<file path="src/shared/wdw_pkg.sv">
// constants and types shared by the windowed watchdog design
package wdw_pkg;

   // system clock and the low-power rc time base
   localparam int CLK_PERIOD_NS = 20;
   localparam int RC_PERIOD_NS = 31250;                   // 32 kHz nominal
   localparam int RC_TICK_CYCLES = RC_PERIOD_NS / CLK_PERIOD_NS;

   // nominal prescaled periods
   localparam int PERIOD_SHORT_NS = 1000000;              // 1 ms
   localparam int PERIOD_LONG_NS = 4000000;               // 4 ms

   // prescaler ratios and their shifts
   localparam int PRE_DIV_SHORT = 32;
   localparam int PRE_DIV_LONG = 128;
   localparam int PRE_SHIFT_SHORT = 5;
   localparam int PRE_SHIFT_LONG = 7;

   // counter widths
   localparam int RC_CNT_W = 11;
   localparam int PRE_CNT_W = 7;
   localparam int POST_CODE_W = 4;
   localparam int POST_CNT_W = 15;
   localparam int POS_W = 25;                              // window arithmetic width

   // window: clears accepted in the final quarter
   localparam int WIN_NUM = 3;
   localparam int WIN_DEN_SHIFT = 2;

   // reset control word layout
   localparam int RCW_W = 8;
   localparam int RCW_IDLE_BIT = 2;
   localparam int RCW_SLEEP_BIT = 3;
   localparam int RCW_TIMEOUT_BIT = 4;
   localparam int RCW_SWEN_BIT = 5;
   localparam logic [RCW_W-1:0] RCW_RESET = 8'h00;

   // watchdog config word, bit 7 down to bit 0
   typedef struct packed {
      logic hw_force_on_bit;                               // bit 7
      logic window_disable_bit;                            // bit 6
      logic reserved;                                      // bit 5
      logic prescale_ratio_select;                         // bit 4
      logic [POST_CODE_W-1:0] postscale_ratio_select;      // bits 3:0
   } wdw_cfg_t;

   // one-cycle events from the core
   typedef struct packed {
      logic kick_instruction;
      logic enter_sleep;
      logic enter_idle;
      logic wake_other;
      logic clk_switch_done;
   } wdw_evt_t;

   // power state
   typedef enum logic [2:0] {
      PWR_RUN = 3'h1,
      PWR_SLEEP = 3'h2,
      PWR_IDLE = 3'h4
   } wdw_pwr_t;

endpackage

</file>
<file path="src/hw/wdw_watchdog.sv">
// windowed watchdog timer with prescaler, postscaler and power-save handling
`timescale 1ns/1ps
// Contract
// - clock from rc oscillator, enabled with watchdog
// - prescaler divides by 32 or 128
// - prescaled period 1 ms or 4 ms
// - 4-bit postscaler, sixteen ratios 1 to 32768
// - clear counters on reset and clock switch
// - clear counters entering and leaving power save
// - kick clears counter, prescaler and postscaler
// - keeps counting in sleep and idle
// - timeout wakes core; sleep/idle bits sticky
// - timeout flag bit 4, software clears only
// - force-on bit runs watchdog unconditionally
// - software enable bit 5, cleared on reset
// - window mode: early kick causes reset
// - prescale select 1 gives 128, 0 gives 32
// - postscale code n gives ratio 2 to n
// - window disable 1 non-window, 0 window
module wdw_watchdog import wdw_pkg::*; #(
   parameter int RC_DIV = RC_TICK_CYCLES
) (
   // clock and reset
   input wire logic CLOCK_I,
   input wire logic NRST_I,
   // configuration and core events
   input wire wdw_cfg_t CFG_I,
   input wire wdw_evt_t EVT_I,
   // reset control word write
   input wire logic RCW_WR_I,
   input wire logic [RCW_W-1:0] RCW_WDATA_I,
   // status
   output logic [RCW_W-1:0] RCW_O,
   output logic RC_OSC_EN_O,
   output logic RUNNING_O,
   output logic WINDOW_OPEN_O,
   // actions on the core
   output logic WAKE_O,
   output logic WDOG_RESET_O
);

   // elaboration checks
   if (RC_DIV < 2 || RC_DIV > (1 << RC_CNT_W)) begin : g_bad_div
      $error("wdw_watchdog: rc divider out of range");
   end
   if (PRE_DIV_SHORT * RC_PERIOD_NS != PERIOD_SHORT_NS) begin : g_bad_short
      $error("wdw_watchdog: short prescaled period mismatch");
   end
   if (PRE_DIV_LONG * RC_PERIOD_NS != PERIOD_LONG_NS) begin : g_bad_long
      $error("wdw_watchdog: long prescaled period mismatch");
   end
   // window shifts must match the prescaler ratios
   if ((1 << PRE_SHIFT_SHORT) != PRE_DIV_SHORT || (1 << PRE_SHIFT_LONG) != PRE_DIV_LONG) begin : g_bad_shift
      $error("wdw_watchdog: prescaler shift mismatch");
   end
   // postscaler counter must hold the largest terminal count
   if (POST_CNT_W < (1 << POST_CODE_W) - 1) begin : g_bad_post
      $error("wdw_watchdog: postscaler counter too narrow");
   end
   // prescaler counter must hold the long terminal count
   if ((1 << PRE_CNT_W) < PRE_DIV_LONG) begin : g_bad_pre
      $error("wdw_watchdog: prescaler counter too narrow");
   end
   // window arithmetic must hold four times the longest period
   if (POS_W < POST_CNT_W + PRE_SHIFT_LONG + WIN_DEN_SHIFT + 1) begin : g_bad_pos
      $error("wdw_watchdog: window width too narrow");
   end

   localparam logic [RC_CNT_W-1:0] RC_LIMIT = RC_CNT_W'(RC_DIV - 1);
   localparam logic [PRE_CNT_W-1:0] PRE_LIMIT_SHORT = PRE_CNT_W'(PRE_DIV_SHORT - 1);
   localparam logic [PRE_CNT_W-1:0] PRE_LIMIT_LONG = PRE_CNT_W'(PRE_DIV_LONG - 1);

   // state
   wdw_pwr_t pwr_reg;
   wdw_pwr_t pwr_next;
   logic sw_en_reg;
   logic sw_en_next;
   logic timeout_reg;
   logic timeout_next;
   logic sleep_reg;
   logic sleep_next;
   logic idle_reg;
   logic idle_next;
   logic wdog_reset_reg;
   logic wdog_reset_next;
   logic wake_reg;
   logic wake_next;

   // datapath
   logic enabled;
   logic in_run;
   logic cnt_clr;
   logic rc_tick;
   logic pre_wrap;
   logic post_wrap;
   logic timeout_evt;
   logic kick_run;
   logic kick_early;
   logic window_mode;
   logic window_open;
   logic leave_pwr;
   logic enter_pwr;
   logic [PRE_CNT_W-1:0] pre_cnt;
   logic [PRE_CNT_W-1:0] pre_limit;
   logic [POST_CNT_W-1:0] post_cnt;
   logic [POST_CNT_W-1:0] post_limit;
   logic [POS_W-1:0] pos;
   logic [POS_W-1:0] total;

   // enable and rc oscillator request
   always_comb begin
      enabled = CFG_I.hw_force_on_bit || sw_en_reg;
      in_run = (pwr_reg == PWR_RUN);
      window_mode = !CFG_I.window_disable_bit;
   end
   assign RC_OSC_EN_O = enabled;
   assign RUNNING_O = enabled;

   // power-save transitions seen this cycle
   always_comb begin
      enter_pwr = in_run && (EVT_I.enter_sleep || EVT_I.enter_idle);
      leave_pwr = !in_run && (EVT_I.wake_other || timeout_evt);
   end

   // kicks count only during normal execution
   always_comb begin
      kick_run = in_run && EVT_I.kick_instruction;
      kick_early = kick_run && enabled && window_mode && !window_open;
   end

   // one clear for rc divider, prescaler and postscaler
   always_comb begin
      cnt_clr = wdog_reset_reg
         || EVT_I.clk_switch_done
         || enter_pwr
         // a timeout wake already wraps all three to zero; only an outside
         // wake clears here, which keeps the wrap pulses out of the clear
         || (!in_run && EVT_I.wake_other)
         || (kick_run && !kick_early)
         || !enabled;
   end

   // rc time base derived from the system clock
   wdw_divider #(
      .W(RC_CNT_W)
   ) u_rc (
      .clk_i(CLOCK_I),
      .rst_n_i(NRST_I),
      .clr_i(cnt_clr),
      .run_i(enabled),
      .limit_i(RC_LIMIT),
      .cnt_o(),
      .wrap_o(rc_tick)
   );

   // prescaler ratio
   always_comb begin
      pre_limit = CFG_I.prescale_ratio_select ? PRE_LIMIT_LONG : PRE_LIMIT_SHORT;
   end

   // prescaler, divide by 32 or 128
   wdw_divider #(
      .W(PRE_CNT_W)
   ) u_pre (
      .clk_i(CLOCK_I),
      .rst_n_i(NRST_I),
      .clr_i(cnt_clr),
      .run_i(rc_tick),
      .limit_i(pre_limit),
      .cnt_o(pre_cnt),
      .wrap_o(pre_wrap)
   );

   // postscaler terminal count is two to the code, less one
   always_comb begin
      post_limit = POST_CNT_W'((32'h1 << CFG_I.postscale_ratio_select) - 32'h1);
   end

   // postscaler
   wdw_divider #(
      .W(POST_CNT_W)
   ) u_post (
      .clk_i(CLOCK_I),
      .rst_n_i(NRST_I),
      .clr_i(cnt_clr),
      .run_i(pre_wrap),
      .limit_i(post_limit),
      .cnt_o(post_cnt),
      .wrap_o(post_wrap)
   );

   // timeout in any power state
   assign timeout_evt = post_wrap;

   // window position in prescaler steps against the whole period
   always_comb begin
      if (CFG_I.prescale_ratio_select) begin
         pos = (POS_W'(post_cnt) << PRE_SHIFT_LONG) + POS_W'(pre_cnt);
         total = POS_W'({1'b0, post_limit} + 16'h1) << PRE_SHIFT_LONG;
      end else begin
         pos = (POS_W'(post_cnt) << PRE_SHIFT_SHORT) + POS_W'(pre_cnt);
         total = POS_W'({1'b0, post_limit} + 16'h1) << PRE_SHIFT_SHORT;
      end
      // open in the final quarter: 4*pos >= 3*total
      window_open = (pos << WIN_DEN_SHIFT) >= POS_W'(total * POS_W'(WIN_NUM));
   end
   assign WINDOW_OPEN_O = window_open || !window_mode;

   // power state machine
   always_comb begin
      pwr_next = pwr_reg;
      case (pwr_reg)
         PWR_RUN: begin
            if (EVT_I.enter_sleep) begin
               pwr_next = PWR_SLEEP;
            end else if (EVT_I.enter_idle) begin
               pwr_next = PWR_IDLE;
            end
         end
         PWR_SLEEP, PWR_IDLE: begin
            if (leave_pwr) begin
               pwr_next = PWR_RUN;
            end
         end
         default: begin
            pwr_next = PWR_RUN;
         end
      endcase
      if (wdog_reset_reg) begin
         pwr_next = PWR_RUN;
      end
   end

   // reset and wake requests
   always_comb begin
      wdog_reset_next = (in_run && timeout_evt) || kick_early;
      wake_next = !in_run && timeout_evt;
   end

   // software enable, cleared by any device reset
   always_comb begin
      sw_en_next = sw_en_reg;
      if (RCW_WR_I) begin
         sw_en_next = RCW_WDATA_I[RCW_SWEN_BIT];
      end
      if (wdog_reset_reg) begin
         sw_en_next = 1'b0;
      end
   end

   // sticky flags: software writes zero to clear, a set wins
   always_comb begin
      timeout_next = timeout_reg;
      sleep_next = sleep_reg;
      idle_next = idle_reg;
      if (RCW_WR_I) begin
         timeout_next = timeout_reg && RCW_WDATA_I[RCW_TIMEOUT_BIT];
         sleep_next = sleep_reg && RCW_WDATA_I[RCW_SLEEP_BIT];
         idle_next = idle_reg && RCW_WDATA_I[RCW_IDLE_BIT];
      end
      if (timeout_evt || kick_early) begin
         timeout_next = 1'b1;
      end
      // sleep wins over idle when both arrive together
      if (in_run && EVT_I.enter_sleep) begin
         sleep_next = 1'b1;
      end else if (in_run && EVT_I.enter_idle) begin
         idle_next = 1'b1;
      end
   end

   // state registers
   always_ff @(posedge CLOCK_I or negedge NRST_I) begin
      if (!NRST_I) begin
         pwr_reg <= PWR_RUN;
         sw_en_reg <= RCW_RESET[RCW_SWEN_BIT];
         timeout_reg <= RCW_RESET[RCW_TIMEOUT_BIT];
         sleep_reg <= RCW_RESET[RCW_SLEEP_BIT];
         idle_reg <= RCW_RESET[RCW_IDLE_BIT];
         wdog_reset_reg <= 1'b0;
         wake_reg <= 1'b0;
      end else begin
         pwr_reg <= pwr_next;
         sw_en_reg <= sw_en_next;
         timeout_reg <= timeout_next;
         sleep_reg <= sleep_next;
         idle_reg <= idle_next;
         wdog_reset_reg <= wdog_reset_next;
         wake_reg <= wake_next;
      end
   end

   // reset control word view, other bits read zero
   always_comb begin
      RCW_O = RCW_RESET;
      RCW_O[RCW_SWEN_BIT] = sw_en_reg;
      RCW_O[RCW_TIMEOUT_BIT] = timeout_reg;
      RCW_O[RCW_SLEEP_BIT] = sleep_reg;
      RCW_O[RCW_IDLE_BIT] = idle_reg;
   end

   assign WAKE_O = wake_reg;
   assign WDOG_RESET_O = wdog_reset_reg;

endmodule

</file>
<file path="src/hw/wdw_divider.sv">
// clearable counting divider with terminal pulse
`timescale 1ns/1ps
module wdw_divider import wdw_pkg::*; #(
   parameter int W = 8
) (
   // clock and reset
   input wire logic clk_i,
   input wire logic rst_n_i,
   // control
   input wire logic clr_i,
   input wire logic run_i,
   input wire logic [W-1:0] limit_i,
   // state
   output logic [W-1:0] cnt_o,
   output logic wrap_o
);

   logic [W-1:0] cnt_reg;
   logic [W-1:0] cnt_next;

   // refuse widths the counter cannot serve
   if (W < 1) begin : g_bad_width
      $error("wdw_divider: width must be at least one");
   end

   // wrap on the terminal count, clear has priority
   always_comb begin
      wrap_o = run_i && (cnt_reg == limit_i) && !clr_i;
      cnt_next = cnt_reg;
      if (clr_i) begin
         cnt_next = '0;
      end else if (wrap_o) begin
         cnt_next = '0;
      end else if (run_i) begin
         cnt_next = cnt_reg + W'(1);
      end
   end

   // count register
   always_ff @(posedge clk_i or negedge rst_n_i) begin
      if (!rst_n_i) begin
         cnt_reg <= '0;
      end else begin
         cnt_reg <= cnt_next;
      end
   end

   assign cnt_o = cnt_reg;

endmodule

</file>
<file path="config.mk">
export PLATFORM = sky130hd
export DESIGN_NAME = wdw_watchdog
export DESIGN_NICKNAME = d
export VERILOG_FILES = /design/src/shared/wdw_pkg.sv /design/src/hw/wdw_watchdog.sv /design/src/hw/wdw_divider.sv
export SDC_FILE = /design/constraint.sdc
export NUM_CORES = 1
export LEC_CHECK = 0
export BUFFER_PORTS_ARGS = -buffer_cell sky130_fd_sc_hd__clkbuf_2
export CAP_MARGIN = 20
export CORE_ASPECT_RATIO = 0.7
export CORE_MARGIN = 2
export CORE_UTILIZATION = 35
export CTS_BUF_LIST = sky130_fd_sc_hd__clkbuf_16
export CTS_CLUSTER_SIZE = 8
export DETAILED_ROUTE_END_ITERATION = 12
export PLACE_DENSITY = 0.59
export SLEW_MARGIN = 20
export SYNTH_ARGS = -nofsm -noshare
export SYNTH_HDL_FRONTEND = slang
export SYNTH_SLANG_ARGS = --single-unit
</file>
<file path="constraint.sdc">
create_clock -name CLOCK_I -period 14.71 [get_ports CLOCK_I]
set_clock_uncertainty 0.2 [all_clocks]
set_input_delay 1.471 -clock CLOCK_I [delete_from_list [all_inputs] [get_ports CLOCK_I]]
set_output_delay 1.471 -clock CLOCK_I [all_outputs]
set_load 0.03 [all_outputs]
</file>
* After elaboration in Yosys (flattened, before gate mapping)
Cells that the tools add are included.
** Word-level totals
- Register bits :: 42
** Operators by class
- Shifts and indexed selects :: 1
- Mux-type cells :: 26
- Equality and inequality tests :: 8
- $add $sub $neg :: 7
- Reduce and logical (&&, ||, !) cells :: 46
- Multipliers :: 1
- Magnitude comparators :: 1
** Operators by type and width (count)
- 23-bit two-way mux :: 2
- 15-bit two-way mux :: 3
- 11-bit two-way mux :: 3
- 7-bit two-way mux :: 4
- 25-bit >= comparator :: 1
- 25-bit by 2-bit multiplier with 25-bit output (second input constant) :: 1
- 22-bit by 7-bit adder with 23-bit output :: 1
- 20-bit by 7-bit adder with 21-bit output :: 1
- 1-bit logical AND :: 21
- 15-bit by 1-bit adder with 16-bit output (second input constant) :: 1
- 15-bit by 1-bit adder with 15-bit output (second input constant) :: 1
- 15-bit == test :: 1
- 1-bit by 4-bit left shift with 15-bit output (first input constant) :: 1
- 15-bit by 1-bit subtractor with 15-bit output (second input constant) :: 1
- 3-bit two-way mux :: 4
- 11-bit by 1-bit adder with 11-bit output (second input constant) :: 1
- 11-bit == test (second input constant) :: 1
- 1-bit logical OR :: 11
- 1-bit two-way mux :: 9
- 3-bit nonzero test :: 3
- 7-bit by 1-bit adder with 7-bit output (second input constant) :: 1
- 7-bit == test :: 1
- 1-bit logical NOT :: 6
- 3-bit one-hot mux with 2 select lines :: 1
- 8 further kinds :: 10

* Depth between registers and ports, before layout
- Depth in word-level cells :: 23
- Depth in mapped cells :: 35
- Gate-level depth less buffers :: 29

* Cells and area by module
Synthesis repeated with hierarchy kept, for this count alone.
** Unflattened totals
- Cells, all modules :: 680
- Area total of the unflattened synthesis :: 5357.6 um^2
** Modules (own cells, without submodules)
- wdw_watchdog :: cells an instance 404, area each 2896.5 um^2, sequential area each 226.5 um^2, times used 1
- wdw_divider at u_post :: cells an instance 136, area each 1238.7 um^2, sequential area each 375.4 um^2, times used 1
- wdw_divider at u_rc :: cells an instance 96, area each 798.3 um^2, sequential area each 275.3 um^2, times used 1
- wdw_divider at u_pre :: cells an instance 44, area each 424.2 um^2, sequential area each 175.2 um^2, times used 1

* Worst setup path after synthesis
No wires, ideal clock.
- Path type :: input to output
- Start point :: input port CFG_I[3] (netlist bit)
- End point :: output port WINDOW_OPEN_O
- Stages on the path :: 27
- Data arrival time :: 6927 ps
- Path buffers :: 3
- Path slack :: 6112 ps
- Cell sequence :: buf_2 -> buf_2 -> clkbuf_1 -> nand3b_1 -> ha_1 -> nor2b_1 -> a21o_1 -> a32oi_1 -> o22ai_1 -> nor2_1 -> a21oi_1 -> ha_1 -> o21a_1 -> o21ai_0 -> a21oi_1 -> o21a_1 -> a221o_1 -> o41a_1 -> nor4_1 -> a311oi_1 -> ha_1 -> nand4_1 -> nor4bb_1 -> a41oi_1 -> a221oi_1 -> nor2_1 -> nor2_1
** Between the ends
- Word-level cells in the longest chain between the ends :: 7
** Ends and longest elaborated chain
- from (decl) :: line wdw_watchdog.sv:27 : input wire wdw_cfg_t CFG_I,
- 1-bit by 4-bit left shift with 15-bit output :: line wdw_watchdog.sv:176 : post_limit = POST_CNT_W'((32'h1 << CFG_I.postscale_ratio_select) - 32'h1);
- 15-bit by 1-bit subtractor with 15-bit output :: line wdw_watchdog.sv:176
- 15-bit by 1-bit adder with 16-bit output :: line wdw_watchdog.sv:199, wdw_watchdog.sv:202
- 23-bit two-way mux :: line wdw_watchdog.sv:197 : if (CFG_I.prescale_ratio_select) begin
- 25-bit by 2-bit multiplier with 25-bit output :: line wdw_watchdog.sv:205 : window_open = (pos << WIN_DEN_SHIFT) >= POS_W'(total * POS_W'(WIN_NUM));
- 25-bit >= comparator :: line wdw_watchdog.sv:205
- 1-bit logical OR :: line wdw_watchdog.sv:207 : assign WINDOW_OPEN_O = window_open || !window_mode;
- to (decl) :: line wdw_watchdog.sv:36 : output logic WINDOW_OPEN_O,
Every way passes these cells.

* Worst setup path in the final report
Ends and elaborated chain as after synthesis.

==> impl_metrics.py <==
metrics = {
    "routing": {
        "totalWireLength_um": 14190,
        "wl_met1_um": 7250,
        "routed-wl-met2_um": 5881,
        "detail_route.drc_violations": 0,
        "ant_nets": 0,
        "routedWlPerCell_um": 16.58,
        "via_count": 4992,
        "drt-initial-drc-count": 416,
        "wl_met3_um": 947,
        "firstDrtPassIters": 5,
        "top_layer": "met4",
        "vias_per_cell": 5.832,
    },
    "critical_path": {
        "critPathSlowestCell": "ha_1",
        "crit_path_max_fanout": 35,
        "crit_required_ps": 13040,
        "worstSetupStartpointType": "input port",
        "cp.arrival_ps": 8620,
        "crit_buf_inv": 3,
        "critical-path-max-stage-delay_ps": 580,
        "crit_type": "in -> out",
        "r2r_slack_ps": 9360,
        "cp_common_cell": "ha_1",
        "cp_top_family": "compound AO/OA/AOI/OAI gates",
        "end_kind": "output pin",
    },
    "clocking": {
        "cts_max_path_buffers": 2,
        "cts_resized": 0,
        "post_cts_buffers": 0,
        "postCtsHoldBufs": 0,
        "numCtsBuffers": 5,
        "insertion_delay_ps": 290,
        "tritoncts": "built",
        "cts_htree_levels": 2,
        "cts_sinks": 42,
        "cts_root_buf": "clkbuf_16",
        "path_clk_slew_ps": 60,
    },
    "synthesis": {
        "seq_area_frac_synth": 0.2058,
        "yosysMostFrequentCell": "nor2_1",
        "synth-edff-count": 0,
        "synthTopCellsByArea": "dfrtp_1 (20%), ha_1 (11%), nor2_1 (5.2%)",
        "ys_top_cells_by_count": "nor2_1 (71), nand2_1 (57), a21oi_1 (46)",
        "ys_seq_elements": 42,
        "synth_area_leader_cell": "dfrtp_1",
        "syn_inst": 673,
        "syn_area_um2": 5112,
        "avgSynthCellArea_um2": 7.596,
        "synth_top_area_frac": 0.2007,
        "ys.flop_type": "dfrtp_1",
        "yosysUniqueCellTypes": 77,
        "synthArstFlopShare": 1.000,
        "ys_warn_count": 0,
    },
    "floorplan": {
        "die-area_um2": 15600,
        "core_area_um2": 14100,
        "die_y_um": 105.1,
        "io_pins": 37,
        "start_util": 0.3626,
        "die-width_um": 148.5,
        "row_count": 36,
    },
    "timing": {
        "hold_viol": 0,
        "drv_slew": 0,
        "maxSlewHeadroom": 0.2607,
        "fmax_mhz": 97.14,
        "setup_viol": 0,
        "setup_ws_ps": 4416,
        "tightest_slew_ps": 1109,
        "fin_crit_ps": 10290,
        "finalCritPeriodShare": 0.6998,
        "finalSetupTns_ps": 0,
        "hold_ws_ps": 298.9,
        "rsz0062_at_grt": "false",
    },
    "finish": {
        "antenna_cells": 0,
        "largest_reg_flops": 15,
        "syn_to_final_growth_pct": 5.702,
        "final-instance-count-excl-fill": 856,
        "drive_above_1_share": 0.08108,
        "nFillCells": 1457,
        "final_util": 0.3833,
        "fin_nets": 735,
    },
    "placement": {
        "routabilityCongestion": 0.9185,
        "place.port_buffers": 27,
        "placed_cells": 847,
        "post-dp-hpwl_um": 11040,
        "post-place-ws_ps": 4566,
    },
    "power_and_ir_drop": {
        "peakVddDrop_mv": 0.05587,
        "powerDensity_nw_per_um2": 78.47,
        "leakage_nw": 2.341,
    },
    "global_routing": {
        "overflow": 0,
        "grt_first_pass_wirelength_um": 23240,
        "grtUsageTotal": 0.1828,
        "antenna_found_initial": 0,
        "grt_max_degree": 49,
        "grt_pass1_vias": 4598,
    },
    "worst_hold_path": {
        "hold_path.class": "reg -> reg",
    },
    "flow_run": {
        "cap_violations": 0,
    },
    "status": {
        "status": "finished clean",
    },
}
## cells by family after synthesis
group,count (synthesis),share of synthesized area
flops,42,0.2058
mux,15,0.03010
xor+xnor,47,0.08052
other cells,1,0.0007335
buf+inv,78,0.07538
compound gates,174,0.2227
fa+ha+maj,46,0.1155
simple gates,270,0.2692
## cell usage in the layout (no fill, tap or decap), types with 8 or more instances in the layout
| master | count |
|---|---|
| nor2b_1 | 12 |
| inv_1 | 34 |
| nand3_1 | 32 |
| nand2b_1 | 9 |
| a21oi_1 | 46 |
| nor4_1 | 8 |
| nor3_1 | 13 |
| o21ai_0 | 34 |
| o31ai_1 | 9 |
| a21o_1 | 10 |
| clkbuf_2 | 26 |
| xor2_1 | 20 |
| nand4_1 | 11 |
| nand2_1 | 57 |
| and3_1 | 13 |
| xnor2_1 | 27 |
| ha_1 | 44 |
| mux2i_1 | 12 |
| nor2_1 | 71 |
| dfrtp_1 | 41 |
## routing by layer
| metal | global-route usage | vias to the layer above |
|---|---|---|
| met2 | 0.2672 | 145 |
| met1 | 0.2828 | 2426 |
| li1 | - | 2409 |
| met5 | 0 | - |
| met4 | 0.02381 | 0 |
| met3 | 0.03362 | 12 |
## cell type report
cell class | count | area, µm² | area share
Multi-Input combinational cell | 556 | 3686 | 0.6821
Sequential cell | 42 | 1052 | 0.1947
Tap cell | 190 | 237.7 | 0.04399
Timing Repair Buffer | 28 | 145.1 | 0.02686
Clock buffer | 5 | 125.1 | 0.02315
Inverter | 32 | 120.1 | 0.02223
Clock inverter | 3 | 37.54 | 0.006946
## where the power goes
group          switching [mW]  leakage, nW  internal [mW]
Combinational           0.109         1.68         0.0572
Sequential            0.00775        0.575          0.126
Clock                  0.0450       0.0864         0.0789
Total                   0.162         2.34          0.262
## worst paths after layout
path,from,to,depth (start not counted)
setup reg to reg,u_post.cnt_o[0]$_DFFE_PN0P_,u_post.cnt_o[8]$_DFFE_PN0P_,18
setup / recovery,CFG_I[3],WINDOW_OPEN_O,25
hold / removal,u_rc.cnt_o[0]$_DFFE_PN0P_,u_rc.cnt_o[0]$_DFFE_PN0P_,1
hold reg to reg,u_rc.cnt_o[0]$_DFFE_PN0P_,u_rc.cnt_o[0]$_DFFE_PN0P_,1
min in group asynchronous,NRST_I,u_post.cnt_o[5]$_DFFE_PN0P_,1
max in group asynchronous,NRST_I,pwr_reg[0]$_DFFE_PN1P_,1
## through the flow
| stage | total power, mW | instance area [µm²] |
|---|---|---|
| CTS | 0.4237 | 5394 |
| floorplan | 0.2678 | 5124 |
| global placement | 0.2922 | 5231 |
| global route | 0.4524 | 5404 |
| detailed placement | 0.2992 | 5231 |
| finish | 0.4241 | 5404 |
(Power assumes the default switching activity.)
